`config.mk`:
```
export PLATFORM = sky130hd
export DESIGN_NAME = sftc_timer
export DESIGN_NICKNAME = d
export VERILOG_FILES = /design/src/hdl/sftc_timer.v
export VERILOG_INCLUDE_DIRS = /design/src /design/src/include
export SDC_FILE = /design/constraint.sdc
export NUM_CORES = 1
export LEC_CHECK = 0
export ABC_AREA = 1
export BUFFER_PORTS_ARGS = -buffer_cell sky130_fd_sc_hd__buf_2
export CORE_MARGIN = 2
export CORE_UTILIZATION = 38
export CTS_BUF_LIST = sky130_fd_sc_hd__clkbuf_8 sky130_fd_sc_hd__clkbuf_16
export DETAILED_ROUTE_END_ITERATION = 8
export SETUP_SLACK_MARGIN = 0.5
export SLEW_MARGIN = 5
export SYNTH_ARGS = -nofsm -noshare
export SYNTH_HDL_FRONTEND = slang
export SYNTH_SLANG_ARGS = --single-unit
```
`constraint.sdc`:
```
create_clock -name core_clk -period 4.2 [get_ports core_clk]
set_clock_uncertainty 0.05 [all_clocks]
set_input_delay 0.21 -clock core_clk [delete_from_list [all_inputs] [get_ports core_clk]]
set_output_delay 0.21 -clock core_clk [all_outputs]
set_load 0.01 [all_outputs]
```
`src/include/sftc_defs.vh`:
```
// Constants for the soft timer channel: units, modes, directions, states, trigger.
// Assumes a 125 MHz core clock; included by bare name.
`ifndef SFTC_DEFS_VH
`define SFTC_DEFS_VH
`define SFTC_CLK_MHZ 125
`define SFTC_US_NS 1000
`define SFTC_CLK_NS 8
`define SFTC_US_CYCLES (`SFTC_US_NS / `SFTC_CLK_NS)
`define SFTC_MS_PER_US 1000
`define SFTC_S_PER_MS 1000
`define SFTC_UNIT_SEC 2'h0
`define SFTC_UNIT_MS 2'h1
`define SFTC_UNIT_US 2'h2
`define SFTC_UNIT_RST 2'h1
`define SFTC_MODE_FREE 1'b0
`define SFTC_MODE_TOGGLE 1'b1
`define SFTC_DIR_UP 1'b0
`define SFTC_DIR_DOWN 1'b1
`define SFTC_REPC_MAX 30'h3B9A_CA00
`define SFTC_ST_STOP 3'h0
`define SFTC_ST_FREE 3'h1
`define SFTC_ST_DELAY 3'h2
`define SFTC_ST_INTV 3'h3
`define SFTC_TRIG_NONE 4'h8
`endif

```
`src/hdl/sftc_timer.v`:
```
// Soft timer channel: free counter and toggle output on one pin.
// Assumes commands are one-cycle pulses from core_clk logic; the pin input
// and the trigger starts of other channels come from outside and are synchronised.
//
// Summary of operation
// - Free counter up or down, default up
// - Up count always starts from zero
// - Down count starts at loaded value
// - Count read gives present value
// - Seconds, milliseconds, microseconds time units
// - Toggle mode inverts pin at time points
// - Open-drain/push-pull, force level, invert
// - Output settings act immediately
// - Optional delay before first toggle
// - Repeat zero means one billion
// - One to eight stored intervals
// - Intervals used in order, then wrap
// - Optional start from channel zero..seven
// - Default: software start only
// - Repeat read gives remaining repeats
// - Stop halts at once, pin holds
// - Reset command restores reset condition
// - Reset unit is milliseconds
`timescale 1ns/1ps
`include "sftc_defs.vh"
module sftc_timer #(
  parameter CNT_W = 64,
  parameter TIME_W = 32,
  parameter REPC_W = 30,
  parameter NSLOT = 8,
  parameter CHANS = 8
) (
  input wire core_clk,
  input wire sys_rst,
  input wire cmd_start,
  input wire cmd_stop,
  input wire cmd_reset,
  input wire cfg_mode,
  input wire [1:0] cfg_unit,
  input wire cfg_dir,
  input wire [CNT_W-1:0] cfg_start_count,
  input wire [TIME_W-1:0] cfg_delay,
  input wire [REPC_W-1:0] cfg_repc,
  input wire [3:0] cfg_trig_src,
  input wire cfg_open_drain,
  input wire cfg_force_we,
  input wire cfg_force_level,
  input wire cfg_invert,
  input wire intv_we,
  input wire [2:0] intv_addr,
  input wire [TIME_W-1:0] intv_data,
  input wire [3:0] intv_count,
  input wire [CHANS-1:0] chan_start_in,
  input wire pin_in,
  output reg pin_out,
  output reg pin_oe,
  output reg [CNT_W-1:0] count_value,
  output reg [REPC_W-1:0] repc_left,
  output reg [2:0] state_code,
  output reg started
);
  // One-hot run states
  localparam S_STOP = 4'b0001;
  localparam S_FREE = 4'b0010;
  localparam S_DELAY = 4'b0100;
  localparam S_INTV = 4'b1000;
  // Slot limit at the width of the slot-count register
  localparam [3:0] NSLOT_CAP = NSLOT[3:0];

  ////////////////////////////////////////////////////////////////////////
  // Synchronisers for foreign inputs
  reg [CHANS-1:0] trig_s1;
  reg [CHANS-1:0] trig_s2;
  reg [CHANS-1:0] trig_s3;
  reg pin_s1;
  reg pin_s2;
  always @(posedge core_clk) begin
    if (sys_rst) begin
      trig_s1 <= {CHANS{1'b0}};
      trig_s2 <= {CHANS{1'b0}};
      trig_s3 <= {CHANS{1'b0}};
      pin_s1 <= 1'b0;
      pin_s2 <= 1'b0;
    end else begin
      trig_s1 <= chan_start_in;
      trig_s2 <= trig_s1;
      trig_s3 <= trig_s2;
      pin_s1 <= pin_in;
      pin_s2 <= pin_s1;
    end
  end
  wire [CHANS-1:0] trig_rise = trig_s2 & ~trig_s3;
  // Source 8 and above means no trigger; the channel waits for software
  wire trig_hit = (cfg_trig_src < `SFTC_TRIG_NONE) && trig_rise[cfg_trig_src[2:0]];

  ////////////////////////////////////////////////////////////////////////
  // Time base: 1 us tick, then ms and s by divide-by-1000 dividers
  reg [1:0] unit;
  reg [6:0] us_div;
  reg [9:0] ms_div;
  reg [9:0] s_div;
  wire us_tick = (us_div == `SFTC_US_CYCLES - 1);
  wire ms_tick = us_tick && (ms_div == `SFTC_MS_PER_US - 1);
  wire s_tick = ms_tick && (s_div == `SFTC_S_PER_MS - 1);
  reg unit_tick;
  always @* begin
    case (unit)
      `SFTC_UNIT_SEC: unit_tick = s_tick;
      `SFTC_UNIT_US: unit_tick = us_tick;
      default: unit_tick = ms_tick;
    endcase
  end

  reg [3:0] state;
  reg [TIME_W-1:0] intv_mem [0:NSLOT-1];
  reg [TIME_W-1:0] tcnt;
  reg [2:0] slot;
  reg [3:0] nslot;
  reg dir;
  reg level;
  reg ignore_count;

  wire [2:0] last_slot = (nslot == 4'h0) ? 3'h0 : nslot[2:0] - 3'h1;
  wire [2:0] next_slot = (slot == last_slot) ? 3'h0 : slot + 3'h1;
  wire go = (cmd_start || trig_hit) && !cmd_stop;

  always @(posedge core_clk) begin
    if (intv_we) begin
      intv_mem[intv_addr] <= intv_data;
    end
  end

  ////////////////////////////////////////////////////////////////////////
  // Main state machine
  always @(posedge core_clk) begin
    if (sys_rst || cmd_reset) begin
      state <= S_STOP;
      unit <= `SFTC_UNIT_RST;
      us_div <= 7'h00;
      ms_div <= 10'h000;
      s_div <= 10'h000;
      count_value <= {CNT_W{1'b0}};
      repc_left <= {REPC_W{1'b0}};
      tcnt <= {TIME_W{1'b0}};
      slot <= 3'h0;
      nslot <= 4'h1;
      dir <= `SFTC_DIR_UP;
      level <= 1'b0;
      started <= 1'b0;
      ignore_count <= 1'b0;
    end else begin
      started <= 1'b0;
      unit <= cfg_unit;
      us_div <= us_tick ? 7'h00 : us_div + 7'h01;
      if (us_tick) begin
        ms_div <= (ms_div == `SFTC_MS_PER_US - 1) ? 10'h000 : ms_div + 10'h001;
      end
      if (ms_tick) begin
        s_div <= (s_div == `SFTC_S_PER_MS - 1) ? 10'h000 : s_div + 10'h001;
      end
      if (cfg_force_we) begin
        level <= cfg_force_level;
      end
      ignore_count <= pin_s2 & 1'b0;
      case (state)
        S_STOP: begin
          if (go) begin
            started <= 1'b1;
            // Prescaler restarts so the first step is a whole unit
            us_div <= 7'h00;
            ms_div <= 10'h000;
            s_div <= 10'h000;
            if (cfg_mode == `SFTC_MODE_FREE) begin
              dir <= cfg_dir;
              count_value <= (cfg_dir == `SFTC_DIR_DOWN) ? cfg_start_count : {CNT_W{1'b0}};
              state <= S_FREE;
            end else begin
              nslot <= (intv_count == 4'h0) ? 4'h1 : ((intv_count > NSLOT_CAP) ? NSLOT_CAP : intv_count);
              slot <= 3'h0;
              repc_left <= (cfg_repc == {REPC_W{1'b0}}) ? `SFTC_REPC_MAX : cfg_repc;
              tcnt <= cfg_delay;
              state <= S_DELAY;
            end
          end
        end
        S_FREE: begin
          if (cmd_stop) begin
            state <= S_STOP;
          end else if (unit_tick) begin
            if (dir == `SFTC_DIR_UP) begin
              count_value <= count_value + {{(CNT_W-1){1'b0}}, 1'b1};
            end else if (count_value != {CNT_W{1'b0}}) begin
              count_value <= count_value - {{(CNT_W-1){1'b0}}, 1'b1};
            end
          end
        end
        S_DELAY: begin
          if (cmd_stop) begin
            state <= S_STOP;
          end else if (tcnt == {TIME_W{1'b0}}) begin
            tcnt <= intv_mem[3'h0];
            state <= S_INTV;
          end else if (unit_tick) begin
            tcnt <= tcnt - {{(TIME_W-1){1'b0}}, 1'b1};
          end
        end
        S_INTV: begin
          if (cmd_stop) begin
            state <= S_STOP;
          end else if (unit_tick) begin
            if (tcnt <= {{(TIME_W-1){1'b0}}, 1'b1}) begin
              level <= ~level;
              repc_left <= repc_left - {{(REPC_W-1){1'b0}}, 1'b1};
              slot <= next_slot;
              tcnt <= intv_mem[next_slot];
              if (repc_left == {{(REPC_W-1){1'b0}}, 1'b1}) begin
                state <= S_STOP;
              end
            end else begin
              tcnt <= tcnt - {{(TIME_W-1){1'b0}}, 1'b1};
            end
          end
        end
        default: state <= S_STOP;
      endcase
    end
  end

  ////////////////////////////////////////////////////////////////////////
  // Pin drive and status, all registered
  always @(posedge core_clk) begin
    if (sys_rst) begin
      pin_out <= 1'b0;
      pin_oe <= 1'b0;
      state_code <= `SFTC_ST_STOP;
    end else begin
      // Open drain only drives low; high is left to the pull-up
      pin_out <= (level ^ cfg_invert) & ~cfg_open_drain;
      pin_oe <= cfg_open_drain ? ~(level ^ cfg_invert) : 1'b1;
      case (state)
        S_FREE: state_code <= `SFTC_ST_FREE;
        S_DELAY: state_code <= `SFTC_ST_DELAY;
        S_INTV: state_code <= `SFTC_ST_INTV;
        default: state_code <= `SFTC_ST_STOP;
      endcase
    end
  end
endmodule

```
# After elaboration in Yosys (flattened, before gate mapping)
# Memories as Yosys holds them, arrays and structs flattened.
# Cells that the tools add are included.
[op_classes] bitwise=9 n_reduce_logical=23 add_sub_neg=9 n_mux=68 n_eq_ne=26 order_cmp=4
[ops] op="64-bit two-way mux" n=7
[ops] op="32-bit two-way mux" n=8
[ops] op="30-bit two-way mux" n=6
[ops] op="64-bit case mux with 2 select lines" n=1
[ops] op="32-bit case mux with 3 select lines" n=1
[ops] op="10-bit two-way mux" n=8
[ops] op="64-bit by 1-bit adder with 64-bit output (second input constant)" n=1
[ops] op="64-bit nonzero test" n=1
[ops] op="64-bit by 1-bit subtractor with 64-bit output (second input constant)" n=1
[ops] op="30-bit case mux with 2 select lines" n=1
[ops] op="4-bit two-way mux" n=10
[ops] op="32-bit by 1-bit less-or-equal comparator with 1-bit output (second input constant)" n=1
[ops] op="32-bit logical NOT" n=1
[ops] op="32-bit by 1-bit subtractor with 32-bit output (second input constant)" n=1
[ops] op="30-bit by 1-bit == test with 1-bit output (second input constant)" n=1
[ops] op="30-bit logical NOT" n=1
[ops] op="30-bit by 1-bit subtractor with 30-bit output (second input constant)" n=1
[ops] op="3-bit two-way mux" n=8
[ops] op="7-bit two-way mux" n=3
[ops] op="10-bit by 1-bit adder with 10-bit output (second input constant)" n=2
[ops] op="10-bit == test (second input constant)" n=2
[ops] op="2-bit != test (second input constant)" n=10
[ops] op="3-bit != test (second input constant)" n=6
[ops] op="6-bit AND reduction" n=3
[ops] op="other kinds (34)" n=54
[totals] register_bits=198 word_cells=159 memories=1 output_inout_bits=100 in_bits=192 ram_bits=256
[mem_list] memory="intv_mem" words=8 word_bits=32 rd=2 rd_clocked_by_memory_dff=0 write_ports=1 line="sftc_timer.v:115" text="reg [TIME_W-1:0] intv_mem [0:NSLOT-1];"

# Logic depth before layout (Yosys ltp)
[depth] ltp_word=9 depth_mapped=17 mapped_depth_nobuf=17

# Worst setup path after synthesis
# No wires, ideal clock.
[synth_timing] kind="reg-to-reg" startpoint="register dir" endpoint="register count_value[63]" path_slack_ps=854 period_less_slack_ps=3346 setup_time_ps=112 required_ps=4038 path_stages_with_launch=16 arrival_time_ps=3185 cell_sequence="dfxtp_1 > ha_1 > or2_2 > and2_1 > nand2_1 > nand2_1 > nand2_1 > nand2_1 > nand2_1 > nand2_1 > nand2_1 > nand3_1 > nand2_1 > nor2_1 > nor2_1 > nor2_1"
[synth_between] elab_chain_len=4 elab_cells_between_ends=6 cone_classes="eq/ne: 1; mux: 4; reduce/logical: 1"
[synth_rtl] item="start: declaration" line="sftc_timer.v:119" text="reg dir;"
[synth_rtl] item="start signal: assignment" line="sftc_timer.v:147" text="dir <= `SFTC_DIR_UP;"
[synth_rtl] item="start signal: assignment" line="sftc_timer.v:174" text="dir <= cfg_dir;"
[synth_rtl] item="64-bit two-way mux" line="sftc_timer.v:190" text="if (dir == `SFTC_DIR_UP) begin"
[synth_rtl] item="64-bit two-way mux" line="sftc_timer.v:189" text="end else if (unit_tick) begin"
[synth_rtl] item="64-bit two-way mux" line="sftc_timer.v:187" text="if (cmd_stop) begin"
[synth_rtl] item="64-bit case mux with 2 select lines" line="sftc_timer.v:165" text="case (state)"
[synth_rtl] item="end signal: assignment" line="sftc_timer.v:175" text="count_value <= (cfg_dir == `SFTC_DIR_DOWN) ? cfg_start_count : {CNT_W{1'b0}};"
[synth_rtl] item="end signal: assignment" line="sftc_timer.v:191" text="count_value <= count_value + {{(CNT_W-1){1'b0}}, 1'b1};"
[synth_rtl] item="end signal: assignment" line="sftc_timer.v:193" text="count_value <= count_value - {{(CNT_W-1){1'b0}}, 1'b1};"
[synth_rtl] item="end: declaration" line="sftc_timer.v:57" text="output reg [CNT_W-1:0] count_value,"
# Several ways; a longest one is shown, not always the timed one. The select of a mux whose other input is x is not followed.
# A chain may end at the register's enable or synchronous reset.

# Final worst setup path
[layout_timing] startpoint="register tcnt[1]" endpoint="register repc_left[1]"
[layout_between] elab_chain_len=3
[layout_rtl] item="start: declaration" line="sftc_timer.v:116" text="reg [TIME_W-1:0] tcnt;"
[layout_rtl] item="start signal: assignment" line="sftc_timer.v:144" text="tcnt <= {TIME_W{1'b0}};"
[layout_rtl] item="start signal: assignment" line="sftc_timer.v:181" text="tcnt <= cfg_delay;"
[layout_rtl] item="start signal: assignment" line="sftc_timer.v:201" text="tcnt <= intv_mem[3'h0];"
[layout_rtl] item="32-bit by 1-bit less-or-equal comparator with 1-bit output" line="sftc_timer.v:211" text="if (tcnt <= {{(TIME_W-1){1'b0}}, 1'b1}) begin"
[layout_rtl] item="2-bit != test (no line)"
[layout_rtl] item="6-bit AND reduction (no line)"
[layout_rtl] item="end signal: assignment" line="sftc_timer.v:143" text="repc_left <= {REPC_W{1'b0}};"
[layout_rtl] item="end signal: assignment" line="sftc_timer.v:180" text="repc_left <= (cfg_repc == {REPC_W{1'b0}}) ? `SFTC_REPC_MAX : cfg_repc;"
[layout_rtl] item="end signal: assignment" line="sftc_timer.v:213" text="repc_left <= repc_left - {{(REPC_W-1){1'b0}}, 1'b1};"
[layout_rtl] item="end: declaration" line="sftc_timer.v:58" text="output reg [REPC_W-1:0] repc_left,"
# Every way passes these cells.

==> out/metrics.yaml <==
sta:
  min_period_ns: 3.34
  hold_viol_final: 0
  worst_pin_slew_ns: 1.16
  layout_setup_ws_ns: 0.862
  slew_viol_final: 0
  maxSlewHeadroom_pct: 22.2
  rsz0062_at_grt: "false"
  finalSetupTns_ns: 0
  fmax_mhz: 300
  min_period_over_period_pct: 79.5
  setup_viol: 0
power_and_ir_drop:
  ir_drop_mv: 0.342
  leakagePower_uw: 0.0150
  powerDensity_nw_per_um2: 361
routing:
  drtAntennaViolNets: 0
  viasPerCell: 5.10
  drt-wirelength-per-cell_um: 17.2
  routed_wl_mm: 89.9
  drc: 0
  vias: 26600
  drt_pass1_iterations: 5
  drt_iter0_markers: 2137
yosys:
  synth_xor_xnor_area_share_pct: 2.27
  synth_area_leaders: "edfxtp_1 (28%), nand2_1 (15%), dfxtp_1 (15%), nand3_1 (7.9%), nor2_1 (7.9%)"
  yosys.area_share.adder_pct: 3.36
  synth_mux_area_share_pct: 0.0740
  synth.distinct_cells: 54
  synth_cells: 3806
  yosysWarnings: 0
  synth_simple_gate_area_share_pct: 35.0
  synth_top_area_share_pct: 28.4
  ys_ff_latch: 453
  async_reset_ff_share_pct: 0
  synth-edff-count: 256
  synth_compound_area_share_pct: 8.47
  synth.cell_area_um2: 27000
  synth_nets: 4070
  yosysTopAreaCell: "edfxtp_1"
  synth_top_family_by_area: "simple AND/OR/NAND/NOR gates"
  ys.flop_type: "edfxtp_1"
  yosysSeqAreaShare_pct: 43.0
  synth.avg_cell_area_um2: 7.11
cells_and_area:
  area_growth_syn_to_layout_pct: 22.9
  multiInputGateArea_um2: 13400
  regArea_um2: 11600
  nets: 4498
  fillers: 7085
  design_area_um2: 33200
  layout-drive-gt1-share_pct: 10.9
global_routing:
  grt.total_usage_pct: 23.8
  grt_max_degree: 97
  grt_pass1_vias: 25000
  overflow: 0
  antenna_found_initial: 1
  grt_pass1_wl_mm: 139
place:
  gp_congestion: 0.984
  port_buffers: 289
  pre_cts_ws_ns: 0.963
  hpwl_mm: 62.5
  postPlaceCellArea_um2: 29400
setup_path:
  crit_family: "buffers and inverters"
  start_kind: "flip-flop"
  rr_worst_depth: 14
  worstSetupEndpointType: "flip-flop"
  worst_path_largest_cell_delay_ns: 0.58
  critPathBufInv: 4
  crit_cells: 14
  path_class: "reg2reg"
  path_max_fanout: 14
  required_ns: 4.65
  crit_arrival_ns: 3.79
  crit_path_top_delay_cell: "dlygate4sd3_1"
  crit_path_cell_trace: "inv_1, ha_1, inv_1, nor2_4, nand2_1, nand2_1, nand3_1, a21oi_1, nand3_2, nor2_4, inv_2, o21ai_0, dlygate4sd3_1, a21oi_1"
clocking:
  clkTransAtPathRegs_ns: 0.06
  clk-insertion-delay-late_ns: 0.63
  tritoncts: "built"
  h-tree-depth: 2
  clock-root-buffer: "clkbuf_16"
  clock_path_buffers: 3
  cts_buffers: 52
  cts_num_sinks: 453
  ctsResizeCount: 0
  postCtsSetupBuffers: 0
run:
  maxCapViolCount: 0
floorplan:
  die_area_um2: 73300
  num_rows: 97
  start_util_pct: 38.5
  ios: 292
  die_w_um: 271
  die_h_um: 271
  fp.coreArea_um2: 70300
min_path:
  min_path_type: "in2reg"
  whs_path_depth: 5
status:
  outcome: "complete, no violations"
state kept, by name, indices dropped and copies added, names as in the netlist, 4 cells and up:
name and flops:
intv_mem 256, trig_s3 8, count_value 64, trig_s2 8, ms_div 10, state 4, s_div 10, repc_left 30
us_div 7, tcnt 32, nslot 4, trig_s1 8
cells in the final DEF, fill, tap and decap left out, drive strengths merged, types with 2 or more instances in the layout:
cell,synthesis,routed
xor2,61,61
o22ai,5,5
a21o,10,10
dlygate4sd3,0,196
clkinvlp,0,3
o21bai,7,7
buf,58,323
dfxtp,197,197
nand4,72,72
a211oi,6,6
bufinv,0,8
a31oi,5,5
nor2,576,577
a22o,6,6
o211a,3,3
xnor2,9,9
o21ai,150,150
clkinv,4,13
inv,388,404
o21a,5,5
mux2i,2,2
nand2,1087,1087
ha,71,71
nand3,433,433
o211ai,2,2
nor3b,3,3
nor3,33,33
a21oi,218,218
edfxtp,256,256
or2,7,7
clkbuf,88,61
a22oi,2,2
nor4,17,17
nand3b,17,17
and2,2,2
synth_stat cells (6+ instances only):
cell type and count:
inv_1 379, a21o_1 10, xnor2_1 9, o21ai_0 138, o21ai_1 12, a21oi_1 216, nor4_1 17, buf_2 39
buf_1 10, nor2_1 567, clkbuf_1 88, inv_2 9, ha_1 71, or2_2 7, xor2_1 61, nand3_1 429
o21bai_1 7, nand3b_1 17, edfxtp_1 256, nand2_1 1084, nor3_1 30, nand4_1 71, dfxtp_1 197, a22o_1 6
per-layer routing:
metal	share of wire [%]	vias up	global-route usage, %	wire (µm)
li1	-	13300	-	-
met1	45	12300	32.6	40500
met2	45	875	38.4	40600
met3	6.7	153	3.67	5990
met4	3.1	0	7.87	2750
met5	0	-	0	0
metrics by stage:
step / total power [µW] / utilization, % / hold WS [ns] / instances
2_1_floorplan: 6350 / - / 0.237 / 3806
3_3_place_gp: 7000 / 41.8 / 0.340 / 4923
3_5_place_dp: 7010 / 41.8 / 0.345 / 4923
4_1_cts: 12100 / 47.3 / 0.00222 / 5216
5_1_grt: 12500 / 47.3 / 0.0429 / 5218
6_report: 12000 / 47.3 / 0.0439 / 5218
kinds of logic (layout without fill, tap and decap cells):
kind of cell | Yosys count | in the layout
AO/OA/AOI/OAI | 422 | 422
XOR/XNOR | 70 | 70
adder cells (fa/ha/maj) | 72 | 72
buffers and inverters | 538 | 1008
flip-flops | 453 | 453
multiplexers | 2 | 2
other | 1 | 2
AND/OR/NAND/NOR | 2248 | 2249
what timing repair did:
action / 4_1_cts / 5_1_grt
endpoints found under the hold margin: 392 / 0
hold buffers: 196 / 0
setup endpoints to repair: 0 / 4
worst register-to-register path, stage by stage, from the launching register on:
cell and delay, ns:
dfxtp_1 0.30, inv_1 0.13, ha_1 0.31, inv_1 0.12, nor2_4 0.21, nand2_1 0.08
nand2_1 0.07, nand3_1 0.15, a21oi_1 0.19, nand3_2 0.16, nor2_4 0.39, inv_2 0.24
o21ai_0 0.20, dlygate4sd3_1 0.58, a21oi_1 0.04
cell type report:
class / instances / area share, %
clock buffer: 61 / 4.29
clock inverter: 36 / 1.31
timing repair buffer: 519 / 11.1
antenna: 1 / 0.00753
multi-input combinational: 2816 / 40.3
tap: 940 / 3.54
inverter: 392 / 4.44
sequential: 453 / 35.0
where the power goes:
group | switching [µW] | internal [µW]
combinational | 1390 | 747
clock | 1960 | 2930
sequential | 111 | 4850
total | 3460 | 8520
final timing paths:
kind / start / end / slack [ns]
hold reg to reg: trig_s1[2] / trig_s2[2] / 0.35
setup reg to reg: tcnt[1] / repc_left[1] / 0.86
setup / recovery: tcnt[1] / repc_left[1] / 0.86
hold / removal: cfg_delay[15] / tcnt[15] / 0.04
Power figures use the tool's default switching activity.
